`src/logic/rx_power_defines.vh`:
```
// Constants for the wireless receiver power control block
// Summary of operation
// RULE_01: Host keeps done high, fault low normally
// RULE_02: Fault drive pulls pin low, shut down
// RULE_03: Pin pulled to battery means charge complete
// RULE_04: Overtemperature stops regulator, sends internal fault
// RULE_05: Report received power including all losses
// RULE_06: Identify at start-up via modulation switches
// RULE_07: Send rectifier error packets until settled
// RULE_08: Step rectifier target among four thresholds
// RULE_09: Hold regulator off until first target converges
// RULE_10: Steady error packet every 250 ms
// RULE_11: Large overshoot shortens period to 32 ms
// RULE_12: Keep output regulated while delivering power
// RULE_13: End transfer on removal, loss, request
// RULE_14: Bias window 24 ms, deglitched comparators
// RULE_15: Released bias, pin above 100 mV is control
// RULE_16: Host never drives done low with fault high
`ifndef RX_POWER_DEFINES_VH
`define RX_POWER_DEFINES_VH
`define CLK_HZ              20000000
`define BIAS_WINDOW_MS      24
`define DEGLITCH_MS         10
`define STD_PERIOD_MS       250
`define FAST_PERIOD_MS      32
`define MS_CYCLES           (`CLK_HZ / 1000)
`define EPT_CHARGE_COMPLETE 8'h01
`define EPT_INTERNAL_FAULT  8'h02
`define EPT_NO_RESPONSE     8'h00
`define HDR_ERROR           8'h03
`define HDR_RX_POWER        8'h04
`define HDR_EPT             8'h02
`define HDR_IDENT           8'h71
`define TARGET_COUNT        4
`endif

```
`src/logic/ms_tick.v`:
```
// Millisecond enable pulse divider
`timescale 1ns/1ps
`default_nettype none
`include "rx_power_defines.vh"
module ms_tick
#(
    parameter integer CYCLES = `MS_CYCLES
)
(
    // Clock and reset
    input  wire clk,
    input  wire rst_n,
    // Enable output
    output reg  tick
);
    reg [15:0] count;

    always @(posedge clk or negedge rst_n)
    begin
        if (!rst_n)
        begin
            count <= 16'h0000;
            tick  <= 1'b0;
        end
        else if (count == CYCLES[15:0] - 16'h0001)
        begin
            count <= 16'h0000;
            tick  <= 1'b1;
        end
        else
        begin
            count <= count + 16'h0001;
            tick  <= 1'b0;
        end
    end
endmodule // ms_tick
`default_nettype wire

```
`src/logic/wireless_rx_power_control.v`:
```
// Receiver power control: pin decode, protection, packet pacing
`timescale 1ns/1ps
`default_nettype none
`include "rx_power_defines.vh"
module wireless_rx_power_control
#(
    parameter integer MS_CYCLES  = `MS_CYCLES,
    parameter integer WIN_MS     = `BIAS_WINDOW_MS,
    parameter integer DGL_MS     = `DEGLITCH_MS,
    parameter integer STD_MS     = `STD_PERIOD_MS,
    parameter integer FAST_MS    = `FAST_PERIOD_MS
)
(
    // Clock and reset
    input  wire       clk,
    input  wire       rst_n,
    // Analog comparator and status inputs (asynchronous)
    input  wire       hot_cmp,
    input  wire       cold_cmp,
    input  wire       ctrl_above_thr,
    input  wire       pin_at_battery,
    input  wire       die_overtemp,
    input  wire       rectifier_node_present,
    input  wire       rectifier_node_above,
    input  wire       rectifier_node_below,
    input  wire       rectifier_node_overshoot,
    input  wire       load_step_up,
    input  wire       load_step_down,
    input  wire       rx_stop_req,
    // Packet engine handshake
    input  wire       pkt_busy,
    output reg        pkt_send,
    output reg  [7:0] pkt_header,
    output reg  [7:0] pkt_payload,
    output reg        modulation_switch,
    // Regulator and sensor controls
    output reg        sensor_bias_window,
    output reg        regulator_enable,
    output reg  [1:0] rectifier_target_voltage,
    output reg  [1:0] rectifier_node_error,
    // Status
    output reg        fault_flag,
    output reg        charge_done_flag,
    output reg        transfer_active
);
    localparam [2:0] ST_OFF   = 3'd0;
    localparam [2:0] ST_IDENT = 3'd1;
    localparam [2:0] ST_CONV  = 3'd2;
    localparam [2:0] ST_RUN   = 3'd3;
    localparam [2:0] ST_EPT   = 3'd4;
    localparam [2:0] ST_STOP  = 3'd5;

    // Two-stage synchronisers for all analog inputs
    localparam integer NS = 12;
    wire [NS-1:0] raw = {hot_cmp, cold_cmp, ctrl_above_thr, pin_at_battery, die_overtemp,
                         rectifier_node_present, rectifier_node_above, rectifier_node_below, rectifier_node_overshoot,
                         load_step_up, load_step_down, rx_stop_req};
    reg  [NS-1:0] sync1;
    reg  [NS-1:0] sync2;
    always @(posedge clk or negedge rst_n)
    begin
        if (!rst_n)
        begin
            sync1 <= {NS{1'b0}};
            sync2 <= {NS{1'b0}};
        end
        else
        begin
            sync1 <= raw;
            sync2 <= sync1;
        end
    end
    wire s_hot   = sync2[11];
    wire s_cold  = sync2[10];
    wire s_ctrl  = sync2[9];
    wire s_batt  = sync2[8];
    wire s_otp   = sync2[7];
    wire s_rectifier_node  = sync2[6];
    wire s_above = sync2[5];
    wire s_below = sync2[4];
    wire s_over  = sync2[3];
    wire s_up    = sync2[2];
    wire s_down  = sync2[1];
    wire s_stop  = sync2[0];

    wire ms;
    ms_tick #(.CYCLES(MS_CYCLES)) u_tick
    (
        .clk   (clk),
        .rst_n (rst_n),
        .tick  (ms)
    );

    function [7:0] inc_sat;
        input [7:0] v;
        begin
            inc_sat = (v == 8'hff) ? v : v + 8'h01;
        end
    endfunction

    reg  [2:0] state;
    reg  [7:0] period_ms;
    reg  [7:0] hot_ms;
    reg  [7:0] cold_ms;
    reg        fast_mode;
    reg  [2:0] ident_step;
    // End-transfer code kept aside so the payload only moves with the send pulse
    reg  [7:0] ept_code;
    wire       settled = !s_above && !s_below;
    wire       sensor_trip = (hot_ms >= DGL_MS[7:0]) || (cold_ms >= DGL_MS[7:0]);
    wire [7:0] period_len = fast_mode ? FAST_MS[7:0] : STD_MS[7:0];
    wire       period_end = ms && (period_ms >= period_len - 8'h01);

    always @(posedge clk or negedge rst_n)
    begin
        if (!rst_n)
        begin
            state                    <= ST_OFF;
            period_ms                <= 8'h00;
            hot_ms                   <= 8'h00;
            cold_ms                  <= 8'h00;
            fast_mode                <= 1'b0;
            ident_step               <= 3'd0;
            ept_code                 <= 8'h00;
            pkt_send                 <= 1'b0;
            pkt_header               <= 8'h00;
            pkt_payload              <= 8'h00;
            modulation_switch        <= 1'b0;
            sensor_bias_window       <= 1'b0;
            regulator_enable         <= 1'b0;
            rectifier_target_voltage <= 2'd0;
            rectifier_node_error     <= 2'd0;
            fault_flag               <= 1'b0;
            charge_done_flag         <= 1'b0;
            transfer_active          <= 1'b0;
        end
        else
        begin
            pkt_send             <= 1'b0;
            rectifier_node_error <= {s_above, s_below};
            // Bias window then released monitoring within each packet period
            if (ms && state != ST_OFF)
            begin
                period_ms          <= period_end ? 8'h00 : period_ms + 8'h01;
                sensor_bias_window <= period_end || (period_ms < WIN_MS[7:0] - 8'h01); // [RULE_14]
                hot_ms  <= (sensor_bias_window && s_hot) ? inc_sat(hot_ms) : 8'h00;   // [RULE_14]
                cold_ms <= (sensor_bias_window && s_cold) ? inc_sat(cold_ms) : 8'h00; // [RULE_14]
            end
            case (state)
                ST_OFF:
                begin
                    regulator_enable <= 1'b0;
                    transfer_active  <= 1'b0;
                    period_ms        <= 8'h00;
                    if (s_rectifier_node)
                    begin
                        state      <= ST_IDENT;
                        ident_step <= 3'd0;
                        fast_mode  <= 1'b0;
                    end
                end
                ST_IDENT:
                begin
                    if (!pkt_busy && !pkt_send)
                    begin
                        ident_step        <= ident_step + 3'd1;
                        modulation_switch <= ~modulation_switch; // [RULE_06]
                        pkt_send          <= 1'b1;
                        pkt_header        <= `HDR_IDENT;
                        pkt_payload       <= {5'h00, ident_step};
                        if (ident_step == 3'd3)
                        begin
                            state                    <= ST_CONV;
                            rectifier_target_voltage <= 2'd0;
                            modulation_switch        <= 1'b0;
                        end
                    end
                end
                ST_CONV:
                begin
                    regulator_enable <= 1'b0; // [RULE_09]
                    if (settled)
                    begin
                        state            <= ST_RUN;
                        regulator_enable <= 1'b1; // [RULE_09] [RULE_12]
                        transfer_active  <= 1'b1;
                    end
                    else if (period_end && !pkt_busy)
                    begin
                        pkt_send    <= 1'b1; // [RULE_07]
                        pkt_header  <= `HDR_ERROR;
                        pkt_payload <= {6'h00, s_above, s_below};
                    end
                end
                ST_RUN:
                begin
                    if (s_over)
                        fast_mode <= 1'b1; // [RULE_11]
                    else if (settled && period_end)
                        fast_mode <= 1'b0;
                    if (s_up && rectifier_target_voltage != 2'd3)
                        rectifier_target_voltage <= rectifier_target_voltage + 2'd1; // [RULE_08]
                    else if (s_down && rectifier_target_voltage != 2'd0)
                        rectifier_target_voltage <= rectifier_target_voltage - 2'd1; // [RULE_08]
                    if (period_end && !pkt_busy)
                    begin
                        pkt_send    <= 1'b1; // [RULE_10] [RULE_07]
                        pkt_header  <= `HDR_ERROR;
                        pkt_payload <= {6'h00, s_above, s_below};
                    end
                    else if (ms && period_ms == 8'h0f && !pkt_busy)
                    begin
                        pkt_send    <= 1'b1; // [RULE_05]
                        pkt_header  <= `HDR_RX_POWER;
                        pkt_payload <= {6'h00, rectifier_target_voltage};
                    end
                end
                ST_EPT:
                begin
                    regulator_enable <= 1'b0;
                    transfer_active  <= 1'b0;
                    if (!pkt_busy && !pkt_send)
                    begin
                        pkt_send    <= 1'b1; // [RULE_13]
                        pkt_header  <= `HDR_EPT;
                        pkt_payload <= ept_code;
                        state      <= ST_STOP;
                    end
                end
                ST_STOP:
                begin
                    regulator_enable <= 1'b0;
                    if (!s_rectifier_node)
                    begin
                        state            <= ST_OFF;
                        fault_flag       <= 1'b0;
                        charge_done_flag <= 1'b0;
                    end
                end
                default:
                    state <= ST_OFF;
            endcase
            // Shutdown causes override the sequence
            if (state != ST_OFF && state != ST_STOP && state != ST_EPT)
            begin
                if (!s_rectifier_node)
                begin
                    state            <= ST_OFF; // [RULE_13]
                    regulator_enable <= 1'b0;
                    transfer_active  <= 1'b0;
                end
                else if (s_otp)
                begin
                    state            <= ST_EPT;
                    regulator_enable <= 1'b0; // [RULE_04]
                    ept_code         <= `EPT_INTERNAL_FAULT;
                    fault_flag       <= 1'b1;
                end
                else if (!sensor_bias_window && s_batt)
                begin
                    state            <= ST_EPT;
                    regulator_enable <= 1'b0; // [RULE_03]
                    ept_code         <= `EPT_CHARGE_COMPLETE;
                    charge_done_flag <= 1'b1;
                end
                else if (!sensor_bias_window && !s_ctrl && period_ms > WIN_MS[7:0])
                begin
                    state            <= ST_EPT;
                    regulator_enable <= 1'b0; // [RULE_02] [RULE_15]
                    ept_code         <= `EPT_INTERNAL_FAULT;
                    fault_flag       <= 1'b1;
                end
                else if (sensor_trip || s_stop)
                begin
                    state            <= ST_EPT; // [RULE_13] [RULE_14]
                    regulator_enable <= 1'b0;
                    ept_code         <= `EPT_INTERNAL_FAULT;
                    fault_flag       <= 1'b1;
                end
            end
        end
    end
endmodule // wireless_rx_power_control
`default_nettype wire

```
`config.mk`:
```
export PLATFORM = sky130hd
export DESIGN_NAME = wireless_rx_power_control
export DESIGN_NICKNAME = d
export VERILOG_FILES = /design/src/logic/ms_tick.v /design/src/logic/wireless_rx_power_control.v
export VERILOG_INCLUDE_DIRS = /design/src /design/src/logic
export SDC_FILE = /design/constraint.sdc
export NUM_CORES = 1
export LEC_CHECK = 0
export BUFFER_PORTS_ARGS = -buffer_cell sky130_fd_sc_hd__buf_4
export CORE_UTILIZATION = 25
export CTS_BUF_LIST = sky130_fd_sc_hd__clkbuf_2
export DETAILED_ROUTE_END_ITERATION = 8
export GPL_TIMING_DRIVEN = 0
export SKIP_LAST_GASP = 1
export SLEW_MARGIN = 20
export SYNTH_ARGS = -nofsm -noshare
export SYNTH_HDL_FRONTEND = slang
export SYNTH_SLANG_ARGS = --single-unit
```
`constraint.sdc`:
```
create_clock -name clk -period 2.5 [get_ports clk]
set_input_delay 0.75 -clock clk [delete_from_list [all_inputs] [get_ports clk]]
set_output_delay 0.75 -clock clk [all_outputs]
set_load 0.1 [all_outputs]
```
Yosys cells after proc, flatten, opt, wreduce, memory -nomap -nowiden --
Cells that the tools add are included.
Operators by class: add/sub/neg operators 8, reduce and logical (&&, ||, !) cells 46, equality and inequality tests 24, order comparisons 5, muxes and demuxes 86, bitwise gates (word level) 1
Operator list (number):
- $mux W8 | 24
- $pmux W8 S4 | 2
- $mux W3 | 14
- $mux W1 | 34
- $add A8 B1 Y8 const B | 3
- $ne A2 B2 Y1 const B | 9
- $pmux W3 S6 | 1
- $logic_and A1 B1 Y1 | 17
- $add A16 B1 Y16 const B | 1
- $eq A16 B15 Y1 const B | 1
- $eq A8 B8 Y1 const B | 2
- $ge A8 B4 Y1 const B | 2
- $mux W16 | 1
- $ne A3 B3 Y1 const B | 5
- $reduce_bool A2 Y1 | 5
- $eq A3 B2 Y1 const B | 3
- $reduce_and A3 Y1 | 3
- $eq A8 B4 Y1 const B | 1
- $ge A8 B8 Y1 | 1
- $gt A8 B5 Y1 const B | 1
- $lt A8 B5 Y1 const B | 1
- $mux W2 | 4
- $reduce_bool A4 Y1 | 2
- $sub A8 B1 Y8 const B | 1
- other kinds (19) | 32
Word-level totals: flip-flop bits (word level) 107, logic and storage cells 192, bits of input ports 15, output and inout port bits 27

Logic depth before layout (Yosys ltp) --
Gate-level depths: netlist of run 1.
depth in word-level cells 10, mapped depth 8, depth with buffers taken out 7

By module --
A second synthesis of run 1 with hierarchy kept.
Unflattened totals: cell total of the unflattened synthesis 426, area, all modules 4429.2 µm²
Modules (own cells, without submodules):
- wireless_rx_power_control | area an instance 3651.0 µm², sequential area each 1876.8 µm², instances 1, cells an instance 357
- ms_tick | area an instance 778.2 µm², sequential area each 425.4 µm², instances 1, cells an instance 69

Worst setup path after synthesis of run 1 --
OpenSTA, ideal clock, no wires.
path kind flip-flop to flip-flop, start point register sensor_bias_window, end point register cold_ms[7], arrival time 2.088 ns, cell stages (with the launch flop) 7, setup slack 0.284 ns, library setup time 0.129 ns, buffers on the path 1, clock period less this slack 2.216 ns, cell sequence dfrtp_1 -> buf_2 -> nand3_1 -> o31ai_2 -> nor3_1 -> xnor2_1 -> nor2_1
Between the ends: longest elaborated chain between the ends 3
Ends and longest elaborated chain:
- from (decl) | RTL line wireless_rx_power_control.v:37 | output reg sensor_bias_window,
- from (signal assigned) | RTL line wireless_rx_power_control.v:145 | sensor_bias_window <= period_end || (period_ms < WIN_MS[7:0] - 8'h01);
- $logic_and A1 B1 Y1 (*) | RTL line wireless_rx_power_control.v:147 | cold_ms <= (sensor_bias_window && s_cold) ? inc_sat(cold_ms) : 8'h00;
- $ne A2 B2 Y1 (no source line)
- $reduce_and A2 Y1 (no source line)
- to (signal assigned) | RTL line wireless_rx_power_control.v:147
- to (decl) | RTL line wireless_rx_power_control.v:104 | reg [7:0] cold_ms;
Mark *: on every way between the ends. The rest lies on a longest branch, timed or not. A chain may end at the register's enable or synchronous reset.

Worst setup path after layout of run 1 --
start point register rectifier_target_voltage[0], end point output rectifier_target_voltage[0]
RTL lines:
- from (decl) | RTL line wireless_rx_power_control.v:39 | output reg [1:0] rectifier_target_voltage,
- from (signal assigned) | RTL line wireless_rx_power_control.v:202 | rectifier_target_voltage <= rectifier_target_voltage + 2'd1;
- from (signal assigned) | RTL line wireless_rx_power_control.v:204 | rectifier_target_voltage <= rectifier_target_voltage - 2'd1;
No word-level cell between the ends.

==> results of run 1 <==
## synthesized netlist by cell type (all sizes together), types with 2 or more instances
cell type  number
a22o            5
a311oi          2
nor4            6
nand2          33
or3             5
a21oi          17
a211oi          7
buf            17
and3            7
o31a            3
nand3          26
o22a            2
nand2b          5
o22ai           2
nor3           17
o2bb2ai         2
a21o            5
o31ai          10
nand4           9
a31oi           9
ha             14
mux2i           3
or2             4
inv            15
nor2           48
clkbuf          5
dfrtp          92
xnor2          13
xor2            8
o21a            3
o21ai          29
nor2b           6
## how the worst min path moves through the flow
stage,to,cells after the start,from,slack (ns)
2_1_floorplan,sync2[0],0,sync1[0],0.33
5_1_grt,hot_ms[1],1,rst_n,0.03
3_5_place_dp,sync2[8],0,sync1[8],0.34
3_3_place_gp,sync2[4],0,sync1[4],0.33
4_1_cts,hot_ms[1],1,rst_n,0.03
6_report,pkt_header[2],1,rst_n,0.07
## power breakdown
| part | switching, W | total [W] | internal (W) | leakage [nW] |
|---|---|---|---|---|
| registers | 0.000144 | 0.00179 | 0.00164 | 1.18 |
| clock network | 0.000542 | 0.000889 | 0.000347 | 0.0846 |
| logic | 0.00134 | 0.00181 | 0.000470 | 1.04 |
## flip-flops by register name, summed over array words and instances (netlist names), 3 cells and up
name / flops
state: 3
pkt_header: 4
cold_ms: 8
pkt_payload: 3
period_ms: 8
sync2: 12
hot_ms: 8
sync1: 12
u_tick.count: 16
ident_step: 3
## area by class of cell
| type | count | area [um2] | area share, % |
|---|---|---|---|
| flip-flops and latches | 92 | 2300 | 44.5 |
| repair buffers | 35 | 283 | 5.47 |
| clock buffers | 10 | 50.0 | 0.968 |
| multi-input cells | 319 | 1980 | 38.2 |
| inverters | 15 | 56.3 | 1.09 |
| plain buffers | 22 | 126 | 2.44 |
| clock inverters | 6 | 96.3 | 1.86 |
| well taps | 225 | 282 | 5.44 |
## metrics by stage
step	cell area, um2	cells	worst slack (ns)	hold slack (ns)
floorplan	4460	448	0.284	0.331
global placement	5000	707	0.255	0.332
detailed placement	5030	708	0.265	0.336
CTS	5170	724	0.206	0.0269
global route	5170	724	0.144	0.0297
finish	5170	724	0.249	0.0669
## worst register-to-register path, stage by stage (launching register included)
cell	delay [ns]
dfrtp_1	0.50
nor3_1	0.43
o21ai_0	0.24
a211oi_1	0.51
a31oi_1	0.28
nor2_1	0.15
## cell families after synthesis
logic type,count (synthesis),synth area share (%)
AO/OA/AOI/OAI,100,15.0
XOR/XNOR,21,4.14
adder cells (fa/ha/maj),14,3.95
buffers and inverters,37,4.11
flip-flops,92,51.9
multiplexers,3,0.676
other,1,0.0845
AND/OR/NAND/NOR,174,20.2
## layer usage
| layer | part of all wire [%] | wire (um) |
|---|---|---|
| met3 | 5.8 | 570 |
| met2 | 46 | 4530 |
| met5 | 0 | 0 |
| met4 | 0.92 | 91 |
| met1 | 47 | 4670 |
==> metrics.yaml, run 1 <==
run_status:
  status: "complete, no violations"
yosys:
  syn_area_per_cell_um2: 10.0
  synth.yosys.seq_area_share_pct: 51.9
  synth_area_leaders: "dfrtp_1, nor2_1, ha_1"
  ys_types: 54
  synth_edf_count: 0
  synth_top_area_share_pct: 51.9
  synthArstFlopShare_pct: 100
  syn_area_um2: 4440
  yosys_warnings: 0
  synth_ff_type: "dfrtp_1"
  syn-instance-count: 442
  synth_top_area_cell: "dfrtp_1"
  ys_ff_latch: 92
place:
  dp_hpwl_mm: 7.15
  place.gp.congestion: 0.872
  io_buffers: 34
route:
  drt-initial-drc-count: 214
  post_drt_wl_per_cell_um: 13.6
  vias_per_cell: 4.76
  drt-pass1-iter-count: 4
  ant_nets: 0
  vias: 3449
  finalWirelength_mm: 9.86
  drc_errors: 0
pwr:
  p_leak_nw: 2.31
  power_density_nw_per_um2: 867
  ir_drop_v: 0.000930
  finalPower_w: 0.00448
cts:
  clkSinkCount: 92
  clock_path_buffers: 2
  clk_pin_slew_ns: 0.26
  post_cts_buffers: 0
  root_buffer: "clkbuf_2"
  postCtsHoldBufs: 0
  cts-buffers-inserted: 9
  cts_resized: 0
  tritoncts: "done"
  clk_latency_ns: 0.58
  cts_max_level: 3
critical_path:
  crit_slowest_cell: "dfrtp_1"
  path_delay_family: "flip-flops"
  critical_path_arrival_ns: 1.50
  worstReg2RegEnd: "state[1]"
  critical-path-max-stage-delay_ns: 0.57
  critPathKind: "reg2out"
  worstSetupEndpointType: "output pin"
  cp.required_ns: 1.75
  reg2reg_from: "period_ms[5]"
  path_buf_inv: 1
  start_kind: "flip-flop"
  rr_worst_depth: 5
  crit_chain: "buf_4"
  path_depth: 1
  cp_max_fo: 8
  startpoint: "rectifier_target_voltage[0]"
  endpoint: "rectifier_target_voltage[0]"
  rrSetupSlack_ns: 0.34
cells_and_area:
  nNetsFinal: 523
  fill_cells: 1817
  n_antenna_cell: 0
  post-route-util_pct: 29.9
  area_growth_pct: 16.5
  mostFrequentLayoutCell: "dfrtp_1"
  drive_above_1_share_pct: 16.2
  final_cell_mix: "dfrtp_1, nor2_1, buf_4"
floorplanning:
  die_w_um: 135
  rows: 48
  core_area_um2: 17300
  io_pins: 42
  die_h_um: 135
  dieArea_um2: 18300
  start_util_pct: 25.7
global_route:
  antenna_found_initial: 0
  grt.busiest_layer: "met2"
  use_met1_pct: 15.7
  grt_pass1_vias: 3231
  overflow: 0
  grt_pass1_wl_mm: 16.4
  grt_max_degree: 60
  grt_use_met2_pct: 17.4
  grt_usage_pct: 11.5
  use_met3_pct: 2.99
sta:
  rsz0062_at_grt: "false"
  setup_viol: 0
  timing.final.max_slew_violations: 0
  setup_tns_ns: 0
  fin_crit_sh_pct: 90.0
  fmax_mhz: 444
  hold_viol_final: 0
  tightestPinTransition_ns: 0.650
  slew_headroom_pct: 56.4
  layout_min_cycle_time_ns: 2.25
  finClkSkew_ns: 0.0202
min_path:
  hold_class: "in2async"
job:
  maxCapViolations: 0
No activity file was read; power rests on OpenSTA's default activity.
==> run 2, diff against run 1 <==
Settings changed: SYNTH_HIERARCHICAL set to 1.
==> run 2 against run 1 <==
Compared with the run above: area after synthesis shrank 0.23%; clock skew increased by 0.0038 ns; wire length down 7.8%; sequential share of layout area increased by 0.80 points; non-clock buffer count is 3 lower; critical path type is now reg2reg; critical endpoint is now pkt_header[0]; clock power decreased by 31%; sequential power is 2% lower; critical path depth increased by 7; core utilization shrank 0.53 points; first-iteration DRC count rose by 4.2%; total power is 13% lower.
==> metrics.yaml, run 2 <==
cells_and_area:
  reg.largest.list: "u_tick/count (16), sync1 (12), sync2 (12)"
  area_growth_pct: 14.7
  n_antenna_cell: 0  # unchanged
  top_register: "u_tick/count"
  drive_above_1_share_pct: 17.0  # +0.78 points
  nNetsFinal: 506  # -3.3%
  largest_register_ffs: 16  # unchanged
  mostFrequentLayoutCell: "dfrtp_1"
  final_cell_mix: "dfrtp_1, buf_4, o21ai_0"
yosys:
  synthArstFlopShare_pct: 100  # unchanged
  synth_top_area_share_pct: 52.0  # +0.12 points
  synth_ff_type: "dfrtp_1"
  syn_area_um2: 4430  # -0.23%
  syn_area_per_cell_um2: 10.4  # +3.5%
  yosys.cell_count.top_type: "dfrtp_1"
  synth_edf_count: 0  # unchanged
  yosys_warnings: 6  # +6
  ys_top_cells_by_count: "dfrtp_1, o21ai_0, nand2_1, nor2_1, nand3_1"
  syn-instance-count: 426  # -3.6%
  synth_top_area_cell: "dfrtp_1"
  synth.yosys.seq_area_share_pct: 52.0  # +0.12 points
  synth_area_leaders: "dfrtp_1, ha_1, o21ai_0"
  ys_types: 63  # +17%
  ys_ff_latch: 92  # unchanged
global_route:
  overflow: 0  # unchanged
  grt_max_degree: 93  # +55%
  grt_pass1_wl_mm: 15.5  # -5.7%
  grt_pass1_vias: 3128  # -3.2%
  antenna_found_initial: 0  # unchanged
  grt_usage_pct: 10.7  # -0.81 points
route:
  drt-pass1-iter-count: 4  # unchanged
  post_drt_wl_per_cell_um: 12.9  # -5.6%
  vias: 3335  # -3.3%
  ant_nets: 0  # unchanged
  drc_errors: 0  # unchanged
  drt-initial-drc-count: 223  # +4.2%
  vias_per_cell: 4.72  # -0.98%
  finalWirelength_mm: 9.10  # -7.8%
sta:
  tightestPinTransition_ns: 0.819  # +0.169 ns
  rsz0062_at_grt: "false"
  layout_min_cycle_time_ns: 2.24  # -0.0108 ns
  hold_viol_final: 0  # unchanged
  layout_setup_ws_ns: 0.260  # +0.0108 ns
  slew_headroom_pct: 45.4  # -11 points
  finClkSkew_ns: 0.0239  # +0.00375 ns
  setup_viol: 0  # unchanged
  fin_crit_sh_pct: 89.6  # -0.43 points
  setup_tns_ns: 0  # unchanged
  timing.final.max_slew_violations: 0  # unchanged
  fmax_mhz: 446  # +0.48%
cts:
  clkSinkCount: 92  # unchanged
  cts_resized: 0  # unchanged
  clk_pin_slew_ns: 0.23  # -0.03 ns
  cts-buffers-inserted: 9  # unchanged
  postCtsHoldBufs: 0  # unchanged
  tritoncts: "done"
  clock_path_buffers: 2  # unchanged
  cts_max_level: 3  # unchanged
  post_cts_buffers: 0  # unchanged
  root_buffer: "clkbuf_2"
  clk_latency_ns: 0.54  # -0.04 ns
floorplanning:
  dieArea_um2: 18300  # -0.22%
  io_pins: 42  # unchanged
  core_area_um2: 17300  # unchanged
  die_w_um: 135  # -0.11%
  die_h_um: 135  # -0.11%
  rows: 48  # unchanged
  start_util_pct: 25.6  # -0.058 points
critical_path:
  worstReg2RegEnd: "pkt_header[0]"
  path_depth: 8  # +7
  path_delay_family: "compound AO/OA/AOI/OAI gates"
  rrSetupSlack_ns: 0.26  # -0.08 ns
  worstSetupEndpointType: "flip-flop"
  critical-path-max-stage-delay_ns: 0.48  # -0.09 ns
  endpoint: "pkt_header[0]"
  start_kind: "flip-flop"
  critical_path_arrival_ns: 2.69  # +1.19 ns
  path_buf_inv: 2  # +1
  cp_max_fo: 7  # -1
  critPathKind: "reg2reg"
  startpoint: "fast_mode"
  cp.required_ns: 2.95  # +1.20 ns
  crit_slowest_cell: "dfrtp_1"
  crit_chain: "inv_1, ha_1, nand3_1, a211o_4, a21oi_2, a21o_1, buf_4, mux2_1"
  reg2reg_from: "fast_mode"
  rr_worst_depth: 8  # +3
pwr:
  ir_drop_v: 0.000877  # -5.7%
  power_density_nw_per_um2: 771  # -11%
  switching_share_pct: 44.3  # -0.83 points
  pwr-share-clk_pct: 15.7  # -4.1 points
  pwr-share-seq_pct: 44.6  # +4.7 points
  finalPower_w: 0.00392  # -13%
  p_leak_nw: 2.26  # -2.0%
  power.switching_w: 0.00174  # -14%
  intPower_w: 0.00218  # -11%
  power_frac_comb_pct: 39.7  # -0.6 points
run_status:
  status: "complete, no violations"
place:
  io_buffers: 34  # unchanged
  place.gp.congestion: 0.844  # -3.2%
  dp_hpwl_mm: 6.47  # -9.5%
  post-place-ws_ns: 0.281  # +0.0158 ns
job:
  maxCapViolations: 0  # unchanged
min_path:
  hold_class: "in2async"
run 2: changes by cell type in the layout (fill, tap and decap cells not counted), moves of 5 or more:
cell / previous run / this run
a211oi_1: 6 / 1
nor2_1: 48 / 31
a22o_1: 5 / 0
o21ai_0: 28 / 34
a31oi_1: 9 / 4
run 2: kinds of logic (layout without fill, tap and decap cells):
group	after synthesis	after routing	synth area share [%]
other	1	7	0.0847
AO/OA/AOI/OAI	101	101	15.7
flip-flops	92	92	52.0
buffers and inverters	35	85	4.21
XOR/XNOR	14	14	2.77
AND/OR/NAND/NOR	158	158	18.6
adder cells (fa/ha/maj)	14	14	3.95
multiplexers	11	11	2.77
run 2: power groups by stage:
stage / combinational, W / sequential (W) / clock [W]
final: 0.00156 / 0.00175 / 0.000616
after global routing: 0.00165 / 0.00177 / 0.000726
after detailed placement: 0.00155 / 0.00178 / 0
after CTS: 0.00156 / 0.00175 / 0.000670
after floorplan: 0.000716 / 0.00225 / 0
after global placement: 0.00154 / 0.00177 / 0
run 2: how the worst min path moves through the flow:
stage / to / slack (ns) / start
6_report: sync2[1] / 0.23 / rst_n
5_1_grt: sync1[9] / 0.20 / ctrl_above_thr
4_1_cts: u_tick/count[6] / 0.22 / rst_n
3_5_place_dp: sync2[3] / 0.34 / sync1[3]
3_3_place_gp: sync2[7] / 0.33 / sync1[7]
2_1_floorplan: sync2[0] / 0.33 / sync1[0]
run 2: per-layer routing:
metal	part of all wire, %	routed length, um	GRT usage, %
met1	49	4480	14.6
met2	46	4140	16.4
met3	3.8	349	2.74
met4	1.4	123	3.37
met5	0	0	0
run 2: final cells by class:
cell class / instances / area (um2)
fillers: 1820 / 12200
repair buffers: 34 / 259
plain buffers: 20 / 130
well taps: 225 / 282
clock buffers: 9 / 45.0
clock inverters: 7 / 43.8
inverters: 15 / 56.3
flip-flops and latches: 92 / 2300
multi-input cells: 305 / 1960
run 2: per-stage QoR:
step / area [um2] / instances / hold slack (ns) / util, %
floorplan: 4450 / 432 / 0.331 / -
CTS: 5080 / 707 / 0.218 / 29.4
global route: 5080 / 707 / 0.198 / 29.4
finish: 5080 / 707 / 0.229 / 29.4
global placement: 4990 / 691 / 0.334 / 28.8
detailed placement: 4990 / 691 / 0.336 / 28.9
==> run 3, diff against run 2 <==
Settings changed: CORE_UTILIZATION 25 to 56, PLACE_DENSITY set to 0.76.
==> run 3 against run 2 <==
Compared with the run above: design area shrank 3.0%; critical path depth is the same; die area shrank 55%; global-route usage grew 11 points; fmax grew 2.5%; critical path type unchanged.
==> metrics.yaml, run 3 (same netlist as run 2, synthesis figures left out) <==
cts:
  clkSinkCount: 92  # unchanged
  cts_resized: 0  # unchanged
  cts-buffers-inserted: 9  # unchanged
  clk_latency_ns: 0.53  # about the same
  tritoncts: "done"
  clock_path_buffers: 2  # unchanged
  clk_pin_slew_ns: 0.24  # about the same
  post_cts_buffers: 0  # unchanged
  cts_max_level: 3  # unchanged
  postCtsHoldBufs: 0  # unchanged
  root_buffer: "clkbuf_2"
sta:
  hold_viol_final: 0  # unchanged
  rsz0062_at_grt: "false"
  setup_viol: 0  # unchanged
  slew_headroom_pct: 47.7  # +2.3 points
  finClkSkew_ns: 0.0188  # -0.00512 ns
  tightestPinTransition_ns: 0.785  # -0.0345 ns
  layout_min_cycle_time_ns: 2.19  # -0.0539 ns
  fmax_mhz: 457  # +2.5%
  timing.final.max_slew_violations: 0  # unchanged
  layout_setup_ws_ns: 0.314  # +0.0539 ns
  whs_ns: 0.247  # +0.0174 ns
  fin_crit_sh_pct: 87.5  # -2.2 points
  setup_tns_ns: 0  # unchanged
critical_path:
  crit_slowest_cell: "dfrtp_1"
  crit_chain: "inv_1, ha_1, nand3_1, a211o_4, a21oi_2, a21o_1, buf_4, mux2_1"
  cp.required_ns: 2.95  # about the same
  path_buf_inv: 2  # unchanged
  start_kind: "flip-flop"
  critPathKind: "reg2reg"
  worstSetupEndpointType: "flip-flop"
  critical_path_arrival_ns: 2.64  # -0.05 ns
  path_delay_family: "compound AO/OA/AOI/OAI gates"
  cp_max_fo: 7  # unchanged
  critical-path-max-stage-delay_ns: 0.48  # about the same
floorplanning:
  rows: 32  # -33%
  die_h_um: 90.9  # -33%
  core_area_um2: 7690  # -56%
  dieArea_um2: 8270  # -55%
  start_util_pct: 57.6  # +32 points
  die_w_um: 90.9  # -33%
  io_pins: 42  # unchanged
global_route:
  overflow: 0  # unchanged
  use_met3_pct: 3.35  # +0.61 points
  grt_usage_pct: 21.8  # +11 points
  grt_pass1_vias: 3151  # +0.74%
  grt_use_met2_pct: 34.1  # +18 points
  antenna_found_initial: 0  # unchanged
  grt.busiest_layer: "met2"
  use_met1_pct: 30.6  # +16 points
  grt_max_degree: 93  # unchanged
  grt_pass1_wl_mm: 14.4  # -6.9%
route:
  vias: 3305  # -0.90%
  vias_per_cell: 5.66  # +20%
  drc_errors: 0  # unchanged
  finalWirelength_mm: 8.18  # -10%
  drt-pass1-iter-count: 5  # +1
  post_drt_wl_per_cell_um: 14.0  # +8.8%
  drt-initial-drc-count: 177  # -21%
  ant_nets: 0  # unchanged
cells_and_area:
  area_growth_pct: 11.3
  multiInputGateArea_um2: 1960  # unchanged
  final_cell_mix: "dfrtp_1, buf_4, o21ai_0"
  largest_register_ffs: 16  # unchanged
  nNetsFinal: 506  # unchanged
  top_register: "u_tick/count"
  fill_cells: 644  # -65%
  reg.largest.list: "u_tick/count (16), sync1 (12), sync2 (12)"
  n_antenna_cell: 0  # unchanged
  mostFrequentLayoutCell: "dfrtp_1"
  drive_above_1_share_pct: 17.0  # unchanged
  seq_area_um2: 2300  # unchanged
pwr:
  power_density_nw_per_um2: 790  # +2.4%
  intPower_w: 0.00219  # +0.24%
  p_leak_nw: 2.26  # -0.16%
  power.switching_w: 0.00171  # -1.7%
  finalPower_w: 0.00390  # -0.61%
  switching_share_pct: 43.8  # -0.48 points
  power_frac_comb_pct: 39.5  # -0.2 points
  pwr-share-clk_pct: 15.8  # about the same
  ir_drop_v: 0.000364  # -59%
  pwr-share-seq_pct: 44.7  # about the same
place:
  io_buffers: 34  # unchanged
  dp_hpwl_mm: 5.79  # -10%
  place.gp.congestion: 0.850  # +0.72%
  post-place-ws_ns: 0.303  # +0.0220 ns
run_status:
  status: "complete, no violations"
job:
  maxCapViolations: 0  # unchanged
min_path:
  hold_class: "in2async"
-- run 3: worst paths after layout --
| check | endpoint | from | cells after the start | slack [ns] |
|---|---|---|---|---|
| min reg2reg | sync2[9] | sync1[9] | 0 | 0.38 |
| max | pkt_header[1] | fast_mode | 8 | 0.31 |
| max reg2reg | pkt_header[1] | fast_mode | 8 | 0.31 |
| max in group asynchronous | u_tick/count[15] | rst_n | 1 | 1.73 |
| min in group clk | sync1[5] | rectifier_node_above | 1 | 0.30 |
| min | pkt_payload[1] | rst_n | 1 | 0.25 |
-- run 3: area by class of cell --
class / count / area share (%)
repair buffers: 34 / 5.25
inverters: 15 / 1.14
clock inverters: 6 / 0.838
well taps: 102 / 2.59
clock buffers: 10 / 1.02
plain buffers: 20 / 2.64
multi-input cells: 305 / 39.8
flip-flops and latches: 92 / 46.7
-- run 3: worst reg2reg max path, cell delays in order (launching register included) --
cell and delay, ns:
dfrtp_1 0.48, inv_1 0.09, ha_1 0.30, nand3_1 0.09, a211o_4 0.37, a21oi_2 0.19
a21o_1 0.14, buf_4 0.15, mux2_1 0.32
-- run 3: per-stage QoR --
| stage | area (um2) | instances | utilization [%] |
|---|---|---|---|
| finish | 4930 | 584 | 64.1 |
| global route | 4930 | 584 | 64.1 |
| CTS | 4930 | 584 | 64.1 |
| detailed placement | 4830 | 568 | 62.9 |
| global placement | 4830 | 568 | 62.9 |
| floorplan | 4450 | 432 | - |
-- run 3: metal layers --
layer,vias up,wire [um]
met5,-,0
li1,1635,-
met3,14,341
met2,78,3790
met1,1578,3890
met4,0,157
-- run 3: power groups by stage --
stage | Sequential (W) | Clock [W] | Combinational (W)
after detailed placement | 0.00177 | 0 | 0.00154
after global routing | 0.00176 | 0.000700 | 0.00163
final | 0.00174 | 0.000615 | 0.00154
after global placement | 0.00176 | 0 | 0.00152
after floorplan | 0.00225 | 0 | 0.000716
after CTS | 0.00174 | 0.000642 | 0.00154
